==> config.mk <==
export PLATFORM = sky130hd
export DESIGN_NAME = dax_top
export DESIGN_NICKNAME = d
export VERILOG_FILES = /design/src/dax_top.v
export VERILOG_INCLUDE_DIRS = /design/src /design/src/src
export SDC_FILE = /design/constraint.sdc
export NUM_CORES = 2
export LEC_CHECK = 0
export BUFFER_PORTS_ARGS = -buffer_cell sky130_fd_sc_hd__buf_2
export CAP_MARGIN = 5
export CORE_MARGIN = 1
export CORE_UTILIZATION = 61
export DETAILED_ROUTE_END_ITERATION = 6
export MAX_ROUTING_LAYER = met4
export PLACE_DENSITY = 0.78
export SLEW_MARGIN = 20
export SYNTH_ARGS = -nofsm -noshare
export SYNTH_HDL_FRONTEND = slang
export SYNTH_SLANG_ARGS = --single-unit
==> constraint.sdc <==
create_clock -name CLK_IN -period 201.5 [get_ports CLK_IN]
set_input_delay 40.3 -clock CLK_IN [delete_from_list [all_inputs] [get_ports CLK_IN]]
set_output_delay 40.3 -clock CLK_IN [all_outputs]
set_load 0.005 [all_outputs]
==> src/dax_defines.vh <==
`ifndef DAX_DEFINES_VH
`define DAX_DEFINES_VH
// register byte offsets
`define DAX_OFF_MON_SEL     8'h00
`define DAX_OFF_MON_GAIN    8'h04
`define DAX_OFF_SKIP1       8'h08
`define DAX_OFF_SKIP2       8'h0c
`define DAX_OFF_SKIP3       8'h10
`define DAX_OFF_SKIP_HW     8'h14
`define DAX_OFF_LVL1        8'h18
`define DAX_OFF_LVL2        8'h1c
`define DAX_OFF_LVL_HYST    8'h20
`define DAX_OFF_TMR_SHORT   8'h24
`define DAX_OFF_TMR_LONG    8'h28
`define DAX_OFF_CNT_TARGET  8'h2c
`define DAX_OFF_CNT_MID     8'h30
`define DAX_OFF_POLARITY    8'h34
`define DAX_OFF_FILTER      8'h38
`define DAX_OFF_PULSE_MAX   8'h3c
`define DAX_OFF_CTRL        8'h40
`define DAX_OFF_STATUS      8'h44
`define DAX_OFF_COUNT       8'h48
`define DAX_OFF_FREQ_CMD    8'h4c
// reset values
`define DAX_RST_MON_GAIN    8'h64
`define DAX_RST_SKIP_HW     16'h0032
`define DAX_RST_LVL_HYST    16'h0005
`define DAX_RST_TMR_SHORT   8'h01
`define DAX_RST_TMR_LONG    8'h01
`define DAX_RST_FILTER      16'h0014
`define DAX_RST_PULSE_MAX   8'h64
// limits and scales
`define DAX_GAIN_MAX        8'h64
`define DAX_CNT_MAX         16'hffdc
`define DAX_DC_FULL         16'h03e8
`define DAX_AC_FULL_HI      16'h01fe
`define DAX_AC_FULL_LO      16'h00ff
`define DAX_CLK_HZ          100000000
`define DAX_MS_CYC          (`DAX_CLK_HZ / 1000)
`define DAX_TENTH_S_CYC     (`DAX_CLK_HZ / 10)
`define DAX_SEC_CYC         (`DAX_CLK_HZ)
`define DAX_HUND_PER_TENTH  16'h000a
`define DAX_PULSE_MUL       32'h000010cb
`define DAX_PULSE_SHIFT     10
// ctrl bits and response codes
`define DAX_CTRL_CLR        0
`define DAX_CTRL_AC_LO      1
`define DAX_CTRL_PULSE      2
`define DAX_CTRL_TSEL_LSB   4
`define DAX_CTRL_CSEL_LSB   12
`define DAX_RESP_OK         2'b00
`define DAX_RESP_ERR        2'b10
`endif

==> src/dax_top.v <==
// Chosen here: the register offsets and the AXI4-Lite slave port.
`timescale 1ns/1ps
`include "dax_defines.vh"
module dax_top #(
  parameter MS_CYC   = `DAX_MS_CYC,
  parameter TENTH_CYC = `DAX_TENTH_S_CYC,
  parameter SEC_CYC  = `DAX_SEC_CYC,
  parameter NIN      = 6
) (
  input  wire        CLK_IN,
  input  wire        RST_IN,
  input  wire [31:0] S_AXI_AWADDR_IN,
  input  wire        S_AXI_AWVALID_IN,
  output reg         S_AXI_AWREADY_OUT,
  input  wire [31:0] S_AXI_WDATA_IN,
  input  wire [3:0]  S_AXI_WSTRB_IN,
  input  wire        S_AXI_WVALID_IN,
  output reg         S_AXI_WREADY_OUT,
  output reg  [1:0]  S_AXI_BRESP_OUT,
  output reg         S_AXI_BVALID_OUT,
  input  wire        S_AXI_BREADY_IN,
  input  wire [31:0] S_AXI_ARADDR_IN,
  input  wire        S_AXI_ARVALID_IN,
  output reg         S_AXI_ARREADY_OUT,
  output reg  [31:0] S_AXI_RDATA_OUT,
  output reg  [1:0]  S_AXI_RRESP_OUT,
  output reg         S_AXI_RVALID_OUT,
  input  wire        S_AXI_RREADY_IN,
  input  wire [NIN-1:0] DIN_IN,
  input  wire [15:0] OUT_FREQ_IN,
  input  wire [15:0] MAX_FREQ_IN,
  input  wire [15:0] OUT_CURRENT_IN,
  input  wire [15:0] RATED_CURRENT_IN,
  input  wire [15:0] DC_BUS_IN,
  input  wire [15:0] AC_VOLT_IN,
  input  wire        POWER_LOSS_IN,
  output reg  [9:0]  MONITOR_OUT,
  output reg         PULSE_OUT,
  output reg  [15:0] FREQ_LIMITED_OUT,
  output reg         LEVEL_ONE_OUT,
  output reg         LEVEL_TWO_OUT,
  output reg         TIMER_ONE_OUT,
  output reg         TIMER_TWO_OUT,
  output reg         COUNT_TARGET_OUT,
  output reg         COUNT_MID_OUT,
  output reg  [NIN-1:0] DIN_CLEAN_OUT
);
  // configuration registers, pulse count and clear pulse
  reg [1:0]  monitor_source_select_r;
  reg [7:0]  monitor_gain_pct_r;
  reg [15:0] skip_freq_one_r;
  reg [15:0] skip_freq_two_r;
  reg [15:0] skip_freq_three_r;
  reg [15:0] skip_half_width_r;
  reg [16:0] freq_level_one_r;
  reg [16:0] freq_level_two_r;
  reg [15:0] freq_level_hysteresis_r;
  reg [7:0]  short_timer_period_r;
  reg [7:0]  long_timer_period_r;
  reg [15:0] count_target_r;
  reg [15:0] count_midpoint_r;
  reg        input_polarity_sel_r;
  reg [15:0] input_filter_time_r;
  reg [7:0]  pulse_out_max_rate_r;
  reg [15:0] ctrl_r;
  reg [15:0] freq_cmd_r;
  reg [15:0] count_r;
  reg        clr_pulse_r;

  // axi write channel: hold aw and w until both present
  reg        aw_got_r;
  reg        w_got_r;
  reg [7:0]  aw_addr_r;
  reg [31:0] w_data_r;
  reg [3:0]  w_strb_r;
  wire       aw_take = S_AXI_AWVALID_IN & S_AXI_AWREADY_OUT;
  wire       w_take  = S_AXI_WVALID_IN & S_AXI_WREADY_OUT;
  wire       aw_have = aw_got_r | aw_take;
  wire       w_have  = w_got_r | w_take;
  wire [7:0] wa      = aw_take ? S_AXI_AWADDR_IN[7:0] : aw_addr_r;
  wire [31:0] wd     = w_take ? S_AXI_WDATA_IN : w_data_r;
  wire [3:0] ws      = w_take ? S_AXI_WSTRB_IN : w_strb_r;
  wire       do_wr   = aw_have & w_have & ~S_AXI_BVALID_OUT;
  wire [31:0] wmask  = {{8{ws[3]}}, {8{ws[2]}}, {8{ws[1]}}, {8{ws[0]}}};
  reg        wr_hit;
  always @(posedge CLK_IN) begin
    if (RST_IN) begin
      aw_got_r <= 1'b0;
      w_got_r <= 1'b0;
      aw_addr_r <= 8'h00;
      w_data_r <= 32'h0000_0000;
      w_strb_r <= 4'h0;
      S_AXI_AWREADY_OUT <= 1'b1;
      S_AXI_WREADY_OUT <= 1'b1;
      S_AXI_BVALID_OUT <= 1'b0;
      S_AXI_BRESP_OUT <= `DAX_RESP_OK;
    end else begin
      if (aw_take) begin
        aw_got_r <= 1'b1;
        aw_addr_r <= S_AXI_AWADDR_IN[7:0];
        S_AXI_AWREADY_OUT <= 1'b0;
      end
      if (w_take) begin
        w_got_r <= 1'b1;
        w_data_r <= S_AXI_WDATA_IN;
        w_strb_r <= S_AXI_WSTRB_IN;
        S_AXI_WREADY_OUT <= 1'b0;
      end
      if (do_wr) begin
        aw_got_r <= 1'b0;
        w_got_r <= 1'b0;
        S_AXI_BVALID_OUT <= 1'b1;
        S_AXI_BRESP_OUT <= wr_hit ? `DAX_RESP_OK : `DAX_RESP_ERR;
      end
      if (S_AXI_BVALID_OUT & S_AXI_BREADY_IN) begin
        S_AXI_BVALID_OUT <= 1'b0;
        S_AXI_AWREADY_OUT <= 1'b1;
        S_AXI_WREADY_OUT <= 1'b1;
      end
    end
  end

  // decode of writable offsets
  always @* begin
    case (wa)
      `DAX_OFF_MON_SEL, `DAX_OFF_MON_GAIN, `DAX_OFF_SKIP1, `DAX_OFF_SKIP2,
      `DAX_OFF_SKIP3, `DAX_OFF_SKIP_HW, `DAX_OFF_LVL1, `DAX_OFF_LVL2,
      `DAX_OFF_LVL_HYST, `DAX_OFF_TMR_SHORT, `DAX_OFF_TMR_LONG,
      `DAX_OFF_CNT_TARGET, `DAX_OFF_CNT_MID, `DAX_OFF_POLARITY,
      `DAX_OFF_FILTER, `DAX_OFF_PULSE_MAX, `DAX_OFF_CTRL, `DAX_OFF_FREQ_CMD:
        wr_hit = 1'b1;
      default: wr_hit = 1'b0;
    endcase
  end

  // merged write value honouring byte strobes
  function [31:0] merge;
    input [31:0] old;
    input [31:0] nw;
    input [31:0] m;
    begin
      merge = (old & ~m) | (nw & m);
    end
  endfunction

  // low half of a merged write, for the 16-bit fields
  function [15:0] merge16;
    input [15:0] old;
    input [31:0] nw;
    input [31:0] m;
    begin
      merge16 = (old & ~m[15:0]) | (nw[15:0] & m[15:0]);
    end
  endfunction

  // register writes; out of range gain, timer and pulse ceiling values clamp to the legal span
  wire [31:0] mv_gain = merge({24'h0, monitor_gain_pct_r}, wd, wmask);
  wire [31:0] mv_st   = merge({24'h0, short_timer_period_r}, wd, wmask);
  wire [31:0] mv_lt   = merge({24'h0, long_timer_period_r}, wd, wmask);
  wire [31:0] mv_pm   = merge({24'h0, pulse_out_max_rate_r}, wd, wmask);
  always @(posedge CLK_IN) begin
    if (RST_IN) begin
      monitor_source_select_r <= 2'h0;
      monitor_gain_pct_r <= `DAX_RST_MON_GAIN;
      skip_freq_one_r <= 16'h0000;
      skip_freq_two_r <= 16'h0000;
      skip_freq_three_r <= 16'h0000;
      skip_half_width_r <= `DAX_RST_SKIP_HW;
      freq_level_one_r <= 17'h00000;
      freq_level_two_r <= 17'h00000;
      freq_level_hysteresis_r <= `DAX_RST_LVL_HYST;
      short_timer_period_r <= `DAX_RST_TMR_SHORT;
      long_timer_period_r <= `DAX_RST_TMR_LONG;
      count_target_r <= 16'h0000;
      count_midpoint_r <= 16'h0000;
      input_polarity_sel_r <= 1'b0;
      input_filter_time_r <= `DAX_RST_FILTER;
      pulse_out_max_rate_r <= `DAX_RST_PULSE_MAX;
      ctrl_r <= 16'h0000;
      freq_cmd_r <= 16'h0000;
      clr_pulse_r <= 1'b0;
    end else begin
      clr_pulse_r <= 1'b0;
      if (do_wr) begin
        case (wa)
          `DAX_OFF_MON_SEL: monitor_source_select_r <= wd[1:0];
          `DAX_OFF_MON_GAIN: monitor_gain_pct_r <= (mv_gain[7:0] > `DAX_GAIN_MAX) ?
            `DAX_GAIN_MAX : mv_gain[7:0];
          `DAX_OFF_SKIP1: skip_freq_one_r <= merge16(skip_freq_one_r, wd, wmask);
          `DAX_OFF_SKIP2: skip_freq_two_r <= merge16(skip_freq_two_r, wd, wmask);
          `DAX_OFF_SKIP3: skip_freq_three_r <= merge16(skip_freq_three_r, wd, wmask);
          `DAX_OFF_SKIP_HW: skip_half_width_r <= merge16(skip_half_width_r, wd, wmask);
          `DAX_OFF_LVL1:
            freq_level_one_r <= (freq_level_one_r & ~wmask[16:0]) | (wd[16:0] & wmask[16:0]);
          `DAX_OFF_LVL2:
            freq_level_two_r <= (freq_level_two_r & ~wmask[16:0]) | (wd[16:0] & wmask[16:0]);
          `DAX_OFF_LVL_HYST:
            freq_level_hysteresis_r <= merge16(freq_level_hysteresis_r, wd, wmask);
          `DAX_OFF_TMR_SHORT: short_timer_period_r <= (mv_st[7:0] == 8'h00) ? 8'h01 :
            ((mv_st[7:0] > 8'h64) ? 8'h64 : mv_st[7:0]);
          `DAX_OFF_TMR_LONG: long_timer_period_r <= (mv_lt[7:0] == 8'h00) ? 8'h01 :
            ((mv_lt[7:0] > 8'h64) ? 8'h64 : mv_lt[7:0]);
          `DAX_OFF_CNT_TARGET: count_target_r <= merge16(count_target_r, wd, wmask);
          `DAX_OFF_CNT_MID: count_midpoint_r <= merge16(count_midpoint_r, wd, wmask);
          `DAX_OFF_POLARITY: input_polarity_sel_r <= wd[0];
          `DAX_OFF_FILTER: input_filter_time_r <= merge16(input_filter_time_r, wd, wmask);
          `DAX_OFF_PULSE_MAX: pulse_out_max_rate_r <= (mv_pm[7:0] < 8'h0a) ? 8'h0a :
            ((mv_pm[7:0] > 8'h64) ? 8'h64 : mv_pm[7:0]);
          `DAX_OFF_CTRL: begin
            ctrl_r <= merge16(ctrl_r, wd, wmask);
            clr_pulse_r <= wd[`DAX_CTRL_CLR] & ws[0];
          end
          `DAX_OFF_FREQ_CMD: freq_cmd_r <= merge16(freq_cmd_r, wd, wmask);
          default: ;
        endcase
      end
    end
  end

  // axi read channel, one cycle after address
  reg [31:0] rd_val;
  reg        rd_hit;
  wire [7:0] ra = S_AXI_ARADDR_IN[7:0];
  always @* begin
    rd_hit = 1'b1;
    case (ra)
      `DAX_OFF_MON_SEL:    rd_val = {30'h0, monitor_source_select_r};
      `DAX_OFF_MON_GAIN:   rd_val = {24'h0, monitor_gain_pct_r};
      `DAX_OFF_SKIP1:      rd_val = {16'h0, skip_freq_one_r};
      `DAX_OFF_SKIP2:      rd_val = {16'h0, skip_freq_two_r};
      `DAX_OFF_SKIP3:      rd_val = {16'h0, skip_freq_three_r};
      `DAX_OFF_SKIP_HW:    rd_val = {16'h0, skip_half_width_r};
      `DAX_OFF_LVL1:       rd_val = {15'h0, freq_level_one_r};
      `DAX_OFF_LVL2:       rd_val = {15'h0, freq_level_two_r};
      `DAX_OFF_LVL_HYST:   rd_val = {16'h0, freq_level_hysteresis_r};
      `DAX_OFF_TMR_SHORT:  rd_val = {24'h0, short_timer_period_r};
      `DAX_OFF_TMR_LONG:   rd_val = {24'h0, long_timer_period_r};
      `DAX_OFF_CNT_TARGET: rd_val = {16'h0, count_target_r};
      `DAX_OFF_CNT_MID:    rd_val = {16'h0, count_midpoint_r};
      `DAX_OFF_POLARITY:   rd_val = {31'h0, input_polarity_sel_r};
      `DAX_OFF_FILTER:     rd_val = {16'h0, input_filter_time_r};
      `DAX_OFF_PULSE_MAX:  rd_val = {24'h0, pulse_out_max_rate_r};
      `DAX_OFF_CTRL:       rd_val = {16'h0, ctrl_r & 16'hfffe};
      `DAX_OFF_STATUS:     rd_val = {20'h0, DIN_CLEAN_OUT, LEVEL_ONE_OUT, LEVEL_TWO_OUT,
                                     TIMER_ONE_OUT, TIMER_TWO_OUT, COUNT_TARGET_OUT,
                                     COUNT_MID_OUT};
      `DAX_OFF_COUNT:      rd_val = {16'h0, count_r};
      `DAX_OFF_FREQ_CMD:   rd_val = {16'h0, freq_cmd_r};
      default: begin
        rd_val = 32'h0000_0000;
        rd_hit = 1'b0;
      end
    endcase
  end
  always @(posedge CLK_IN) begin
    if (RST_IN) begin
      S_AXI_ARREADY_OUT <= 1'b1;
      S_AXI_RVALID_OUT <= 1'b0;
      S_AXI_RDATA_OUT <= 32'h0000_0000;
      S_AXI_RRESP_OUT <= `DAX_RESP_OK;
    end else if (S_AXI_ARVALID_IN & S_AXI_ARREADY_OUT) begin
      S_AXI_ARREADY_OUT <= 1'b0;
      S_AXI_RVALID_OUT <= 1'b1;
      S_AXI_RDATA_OUT <= rd_val;
      S_AXI_RRESP_OUT <= rd_hit ? `DAX_RESP_OK : `DAX_RESP_ERR;
    end else if (S_AXI_RVALID_OUT & S_AXI_RREADY_IN) begin
      S_AXI_RVALID_OUT <= 1'b0;
      S_AXI_ARREADY_OUT <= 1'b1;
    end
  end

  // pin synchronisers, polarity and debounce per input
  reg  [NIN-1:0] sync1_r;
  reg  [NIN-1:0] sync2_r;
  reg            ms_tick_r;
  reg  [31:0]    ms_cnt_r;
  always @(posedge CLK_IN) begin
    if (RST_IN) begin
      sync1_r <= {NIN{1'b0}};
      sync2_r <= {NIN{1'b0}};
      ms_cnt_r <= 32'h0;
      ms_tick_r <= 1'b0;
    end else begin
      sync1_r <= DIN_IN;
      sync2_r <= sync1_r;
      ms_tick_r <= (ms_cnt_r == MS_CYC - 1);
      ms_cnt_r <= (ms_cnt_r == MS_CYC - 1) ? 32'h0 : ms_cnt_r + 32'h1;
    end
  end
  // per-input next value; one process below owns the whole clean vector
  wire [NIN-1:0] din_clean_nxt;
  genvar gi;
  generate
    for (gi = 0; gi < NIN; gi = gi + 1) begin : g_deb
      reg [15:0] stable_ms_r;
      wire lvl = sync2_r[gi] ^ input_polarity_sel_r;
      wire moved = (lvl != DIN_CLEAN_OUT[gi]);
      wire pass_now = (input_filter_time_r == 16'h0000);
      wire settled = ms_tick_r && (stable_ms_r + 16'h0001 >= input_filter_time_r);
      assign din_clean_nxt[gi] = (moved && (pass_now || settled)) ? lvl : DIN_CLEAN_OUT[gi];
      // any return to the clean level restarts the stability count
      always @(posedge CLK_IN) begin
        if (RST_IN || !moved || pass_now) begin
          stable_ms_r <= 16'h0000;
        end else if (ms_tick_r) begin
          stable_ms_r <= settled ? 16'h0000 : stable_ms_r + 16'h0001;
        end
      end
    end
  endgenerate
  // clean inputs, registered in one place
  always @(posedge CLK_IN) begin
    if (RST_IN) begin
      DIN_CLEAN_OUT <= {NIN{1'b0}};
    end else begin
      DIN_CLEAN_OUT <= din_clean_nxt;
    end
  end

  // skip bands: inside a band the frequency holds at the nearer band edge
  reg [16:0] flim;
  reg [16:0] lo_e;
  reg [16:0] hi_e;
  integer    k;
  // half-width is kept in 0.01 Hz, centres in 0.1 Hz; any remainder below a tenth is dropped
  wire [15:0] skip_hw_tenth = skip_half_width_r / `DAX_HUND_PER_TENTH;
  always @* begin
    flim = {1'b0, freq_cmd_r};
    lo_e = 17'h0;
    hi_e = 17'h0;
    if (skip_half_width_r != 16'h0000) begin
      for (k = 0; k < 3; k = k + 1) begin
        hi_e = {1'b0, (k == 0) ? skip_freq_one_r :
                      (k == 1) ? skip_freq_two_r : skip_freq_three_r};
        lo_e = (hi_e > {1'b0, skip_hw_tenth}) ? hi_e - {1'b0, skip_hw_tenth} : 17'h0;
        hi_e = hi_e + {1'b0, skip_hw_tenth};
        if (flim > lo_e && flim < hi_e)
          flim = (flim - lo_e < hi_e - flim) ? lo_e : hi_e;
      end
    end
  end

  // level comparators; output frequency in 0.1 Hz, levels in 0.01 Hz
  wire [20:0] f_hund = {5'h0, OUT_FREQ_IN} * 21'd10;
  wire [20:0] hyst_h = {5'h0, freq_level_hysteresis_r} * 21'd10;
  wire [20:0] lv1    = {4'h0, freq_level_one_r};
  wire [20:0] lv2    = {4'h0, freq_level_two_r};
  always @(posedge CLK_IN) begin
    if (RST_IN) begin
      LEVEL_ONE_OUT <= 1'b0;
      LEVEL_TWO_OUT <= 1'b0;
      FREQ_LIMITED_OUT <= 16'h0000;
    end else begin
      FREQ_LIMITED_OUT <= flim[15:0];
      if (f_hund > lv1)
        LEVEL_ONE_OUT <= 1'b1;
      else if (f_hund + hyst_h < lv1)
        LEVEL_ONE_OUT <= 1'b0;
      if (f_hund > lv2)
        LEVEL_TWO_OUT <= 1'b1;
      else if (f_hund + hyst_h < lv2)
        LEVEL_TWO_OUT <= 1'b0;
    end
  end

  // external timers; start input chosen by ctrl select fields
  wire [2:0] tsel1 = ctrl_r[`DAX_CTRL_TSEL_LSB +: 3];
  wire [2:0] tsel2 = ctrl_r[`DAX_CTRL_TSEL_LSB + 4 +: 3];
  wire       t1_in = (tsel1 < NIN) ? DIN_CLEAN_OUT[tsel1] : 1'b0;
  wire       t2_in = (tsel2 < NIN) ? DIN_CLEAN_OUT[tsel2] : 1'b0;
  reg [31:0] t1_sub_r;
  reg [31:0] t2_sub_r;
  reg [7:0]  t1_units_r;
  reg [7:0]  t2_units_r;
  always @(posedge CLK_IN) begin
    if (RST_IN || POWER_LOSS_IN) begin
      t1_sub_r <= 32'h0;
      t2_sub_r <= 32'h0;
      t1_units_r <= 8'h00;
      t2_units_r <= 8'h00;
      TIMER_ONE_OUT <= 1'b0;
      TIMER_TWO_OUT <= 1'b0;
    end else begin
      if (!t1_in) begin
        t1_sub_r <= 32'h0;
        t1_units_r <= 8'h00;
        TIMER_ONE_OUT <= 1'b0;
      end else if (t1_units_r >= short_timer_period_r) begin
        TIMER_ONE_OUT <= 1'b1;
      end else if (t1_sub_r == TENTH_CYC - 1) begin
        t1_sub_r <= 32'h0;
        t1_units_r <= t1_units_r + 8'h01;
      end else begin
        t1_sub_r <= t1_sub_r + 32'h1;
      end
      if (!t2_in) begin
        t2_sub_r <= 32'h0;
        t2_units_r <= 8'h00;
        TIMER_TWO_OUT <= 1'b0;
      end else if (t2_units_r >= long_timer_period_r) begin
        TIMER_TWO_OUT <= 1'b1;
      end else if (t2_sub_r == SEC_CYC - 1) begin
        t2_sub_r <= 32'h0;
        t2_units_r <= t2_units_r + 8'h01;
      end else begin
        t2_sub_r <= t2_sub_r + 32'h1;
      end
    end
  end

  // pulse counter on rising edge of selected clean input
  wire [2:0] csel  = ctrl_r[`DAX_CTRL_CSEL_LSB +: 3];
  wire       c_in  = (csel < NIN) ? DIN_CLEAN_OUT[csel] : 1'b0;
  reg        c_prev_r;
  always @(posedge CLK_IN) begin
    if (RST_IN) begin
      c_prev_r <= 1'b0;
      count_r <= 16'h0000;
      COUNT_TARGET_OUT <= 1'b0;
      COUNT_MID_OUT <= 1'b0;
    end else begin
      c_prev_r <= c_in;
      if (clr_pulse_r)
        count_r <= 16'h0000;
      else if (c_in && !c_prev_r && count_r != `DAX_CNT_MAX)
        count_r <= count_r + 16'h0001;
      COUNT_TARGET_OUT <= (count_r >= count_target_r);
      COUNT_MID_OUT <= (count_r >= count_midpoint_r);
    end
  end

  // monitor: raw*1023/full, then gain percent; sources share one divider path
  reg [31:0] mon_num;
  reg [15:0] mon_full;
  always @* begin
    case (monitor_source_select_r)
      2'd0: begin mon_num = {16'h0, OUT_FREQ_IN}; mon_full = MAX_FREQ_IN; end
      2'd1: begin mon_num = {16'h0, OUT_CURRENT_IN}; mon_full = {RATED_CURRENT_IN[14:0], 1'b0}; end
      2'd2: begin mon_num = {16'h0, DC_BUS_IN}; mon_full = `DAX_DC_FULL; end
      default: begin
        mon_num = {16'h0, AC_VOLT_IN};
        mon_full = ctrl_r[`DAX_CTRL_AC_LO] ? `DAX_AC_FULL_LO : `DAX_AC_FULL_HI;
      end
    endcase
  end
  wire [41:0] mon_scaled = (mon_full == 16'h0) ? 42'h0 :
                           ({10'h0, mon_num} * 42'd1023 * {34'h0, monitor_gain_pct_r}) /
                           ({26'h0, mon_full} * 42'd100);
  // pulse rate scales monitor value against the ceiling; step assumes a 100 MHz clock
  reg [31:0] pacc_r;
  wire [31:0] pstep = ({22'h0, MONITOR_OUT} * {24'h0, pulse_out_max_rate_r} * `DAX_PULSE_MUL)
                      >> `DAX_PULSE_SHIFT;
  always @(posedge CLK_IN) begin
    if (RST_IN) begin
      MONITOR_OUT <= 10'h000;
      pacc_r <= 32'h0;
      PULSE_OUT <= 1'b0;
    end else begin
      MONITOR_OUT <= (mon_scaled > 42'd1023) ? 10'h3ff : mon_scaled[9:0];
      pacc_r <= pacc_r + pstep;
      PULSE_OUT <= ctrl_r[`DAX_CTRL_PULSE] & pacc_r[31];
    end
  end
endmodule // dax_top
==> flow_summary_export.csv <==
group,metric,value,unit
clock_tree,hold_buffers,0,
die,design.die.area,160000,sq um
worst_setup_path,start_kind,"input port",
global_routing,track_usage,0.377,
die,die_x,400,um
routing,ant_nets,0,
yosys,synth_ff_type,"dfxtp_1",
yosys,synth-async-reset-ratio,0,
worst_setup_path,worstPathRequired,201990,ps
routing,vias,94000,
finish,final_cells,14700,
finish,drive_above_1_share,0.0698,
clock_tree,cts_buffer_depth,3,
place,hpwl,247000,um
worst_setup_path,slowest_delay,730,ps
worst_hold_path,hold_path_startpoint,"sync1_r[2]$_SDFF_PP0_",
clock_tree,path_clk_slew,70,ps
die,core_area,157000,sq um
clock_tree,numCtsBuffers,61,
worst_setup_path,reg2reg_depth,647,
finish,area_delta_synth_final,5.80,%
worst_setup_path,crit_path_frequent_cell,"o21a_1",
yosys,syn_area_per_cell,7.72,sq um
worst_setup_path,path_class,"input port to register",
yosys,ys_seq_area_frac,0.122,
worst_hold_path,whs_path_depth,1,
sta,worstMarginPinSlew,1300,ps
routing,remaining_drc_errors,3,
routing,viasPerCell,6.41,
worst_hold_path,hold_end,"sync2_r[2]$_SDFF_PP0_",
die,initial_utilization,0.617,
global_routing,grt_pass1_vias,90300,
routing,drt_iter0_drc,8500,
yosys,synth_cell_types,135,
worst_setup_path,timing.rr.start,"monitor_source_select_r[0]$_SDFFE_PP0P_",
clock_tree,htree_levels,2,
die,die_height,400,um
global_routing,grt_overflow,0,
place,gp_congestion,1.05,
worst_setup_path,crit_slowest_cell,"mux4_2",
global_routing,antenna_found_initial,22,
routing,wl,305000,um
sta,timing.slew.headroom,0.124,
yosys,synth_edf_count,0,
worst_setup_path,arrival,192130,ps
sta,report.final.slew_viol_count,0,
sta,min_period,191640,ps
place,dp.cells,14500,
finish,nets,14600,
die,row_count,145,
sta,timing_hold_violations_final,0,
global_routing,grt_max_degree,113,
worst_setup_path,critPathCaptureType,"register",
yosys,yosysWarnings,0,
job,drv_cap,0,
worst_setup_path,path_max_fanout,46,
worst_setup_path,reg2reg_slack,48870,ps
sta,fmax,5.22,MHz
place,io_buffer_count,207,
yosys,ys_ff_latch,592,
sta,final.setup.tns,0,ps
run_status,outcome,"finished, violations left",
clock_tree,cts_sinks,592,
routing,first_pass_iters,7,
worst_hold_path,hp-class,"register to register",
clock_tree,cts_root_buffer,"clkbuf_16",
yosys,synth_cells,12500,
clock_tree,insertion_delay,710,ps
sta,setup_slack,9860,ps
die,io_pins,290,
sta,finalCritPeriodShare,0.951,
sta,skew,94.4,ps
sta,rsz0062_at_grt,"false",
worst_setup_path,reg2reg_to,"MONITOR_OUT[0]$_SDFF_PP0_",
run_status,violations,"design-rule violations",
routing,wl_per_cell,20.8,um
clock_tree,cts_tree,"done",
yosys,netlist_area,96800,sq um
global_routing,grt_pass1_wl,480000,um
sta,final-setup-viol-count,0,
place,place_ws,8020,ps
==> worst max-delay path by stage <==
stage | from | end | slack [ps] | depth (start not counted)
after floorplan | MAX_FREQ_IN[0] | MONITOR_OUT[0]$_SDFF_PP0_ | 24260 | 669
after global placement | OUT_FREQ_IN[0] | MONITOR_OUT[0]$_SDFF_PP0_ | 11160 | 643
after detailed placement | OUT_FREQ_IN[0] | MONITOR_OUT[0]$_SDFF_PP0_ | 8020 | 647
after CTS | OUT_FREQ_IN[0] | MONITOR_OUT[0]$_SDFF_PP0_ | 8040 | 647
after global routing | OUT_FREQ_IN[0] | MONITOR_OUT[0]$_SDFF_PP0_ | 140 | 659
final | OUT_FREQ_IN[0] | MONITOR_OUT[0]$_SDFF_PP0_ | 9860 | 648
==> cells in the mapped netlist, types with 103 or more instances <==
| cell type | instances | area (sq um) |
|---|---|---|
| ha_1 | 1498 | 18700 |
| nor2_1 | 1271 | 4770 |
| inv_1 | 1008 | 3780 |
| nand2_1 | 922 | 3460 |
| a21oi_1 | 825 | 4130 |
| dfxtp_1 | 592 | 11900 |
| o21ai_0 | 489 | 2450 |
| xnor2_1 | 450 | 3940 |
| xor2_1 | 440 | 3850 |
| nor3_1 | 435 | 2180 |
| o21a_1 | 400 | 3000 |
| fa_1 | 362 | 7250 |
| clkbuf_1 | 332 | 1250 |
| and2_1 | 254 | 1590 |
| o31ai_1 | 251 | 1880 |
| nand3_1 | 231 | 1160 |
| a21o_1 | 218 | 1640 |
| a211oi_1 | 216 | 1620 |
| nand2b_1 | 201 | 1260 |
| nor2b_1 | 198 | 1240 |
| nand4_1 | 152 | 951 |
| and3_1 | 143 | 895 |
| mux2_2 | 130 | 1460 |
| o211ai_1 | 104 | 781 |
| o21bai_1 | 103 | 773 |
==> layer usage <==
metal  share of wire  wire [um]  GRT usage
met2            0.45     136000      0.601
met5               0          0          -
met1            0.41     124000      0.464
met3           0.083      25200     0.0497
met4           0.064      19500      0.199
==> through the flow <==
step           hold WS [ps]  instance area, sq um   util
6_report                439                102000  0.652
2_1_floorplan           414                 96800      -
3_5_place_dp            425                100000  0.637
5_1_grt                 466                102000  0.652
4_1_cts                 440                102000  0.651
3_3_place_gp            422                 99900  0.637
==> placed cells by master, fill, tap and decap left out, types with 361 or more instances in the layout <==
cell     count
dfxtp_1    587
nand2_1    918
inv_1     1005
o21a_1     400
xor2_1     437
xnor2_1    449
nor2_1    1251
nor3_1     427
a21oi_1    824
o21ai_0    488
ha_1      1497
fa_1       361
==> worst max-delay path, delay by kind of cell <==
kind,cells,cell delay (ps)
compound gates,408,91280
simple gates,144,32570
fa+ha+maj,48,17080
buf+inv,40,7320
mux,7,2680
xor+xnor,1,440
==> logic make-up after synthesis <==
family / after synthesis / synth area share
AOI/OAI and AO/OA: 3290 / 0.229
buffers and inverters: 1443 / 0.0575
xor gates and xnor gates: 892 / 0.0809
muxes: 241 / 0.0292
and+or+nand+nor: 4212 / 0.212
adders and majority gates: 1866 / 0.269
DFF: 592 / 0.122
other: 1 / 0.0000388
==> area by class of cell <==
type | instances | area (sq um)
Sequential cell | 592 | 11900
Timing Repair Buffer | 341 | 2060
Clock inverter | 41 | 542
Antenna cell | 10 | 25.0
Multi-Input combinational cell | 10500 | 79800
Fill cell | 13500 | 54500
Inverter | 1014 | 3810
Tap cell | 2058 | 2570
Clock buffer | 75 | 1680
==> timing repair <==
action / 4_1_cts / 5_1_grt
gates resized for setup: 0 / 23
buffers inserted: 0 / 5
setup endpoints to repair: 0 / 2
Power is not shown: default switching activity piles up to over one toggle a cycle in this logic, so the estimate is an artifact.
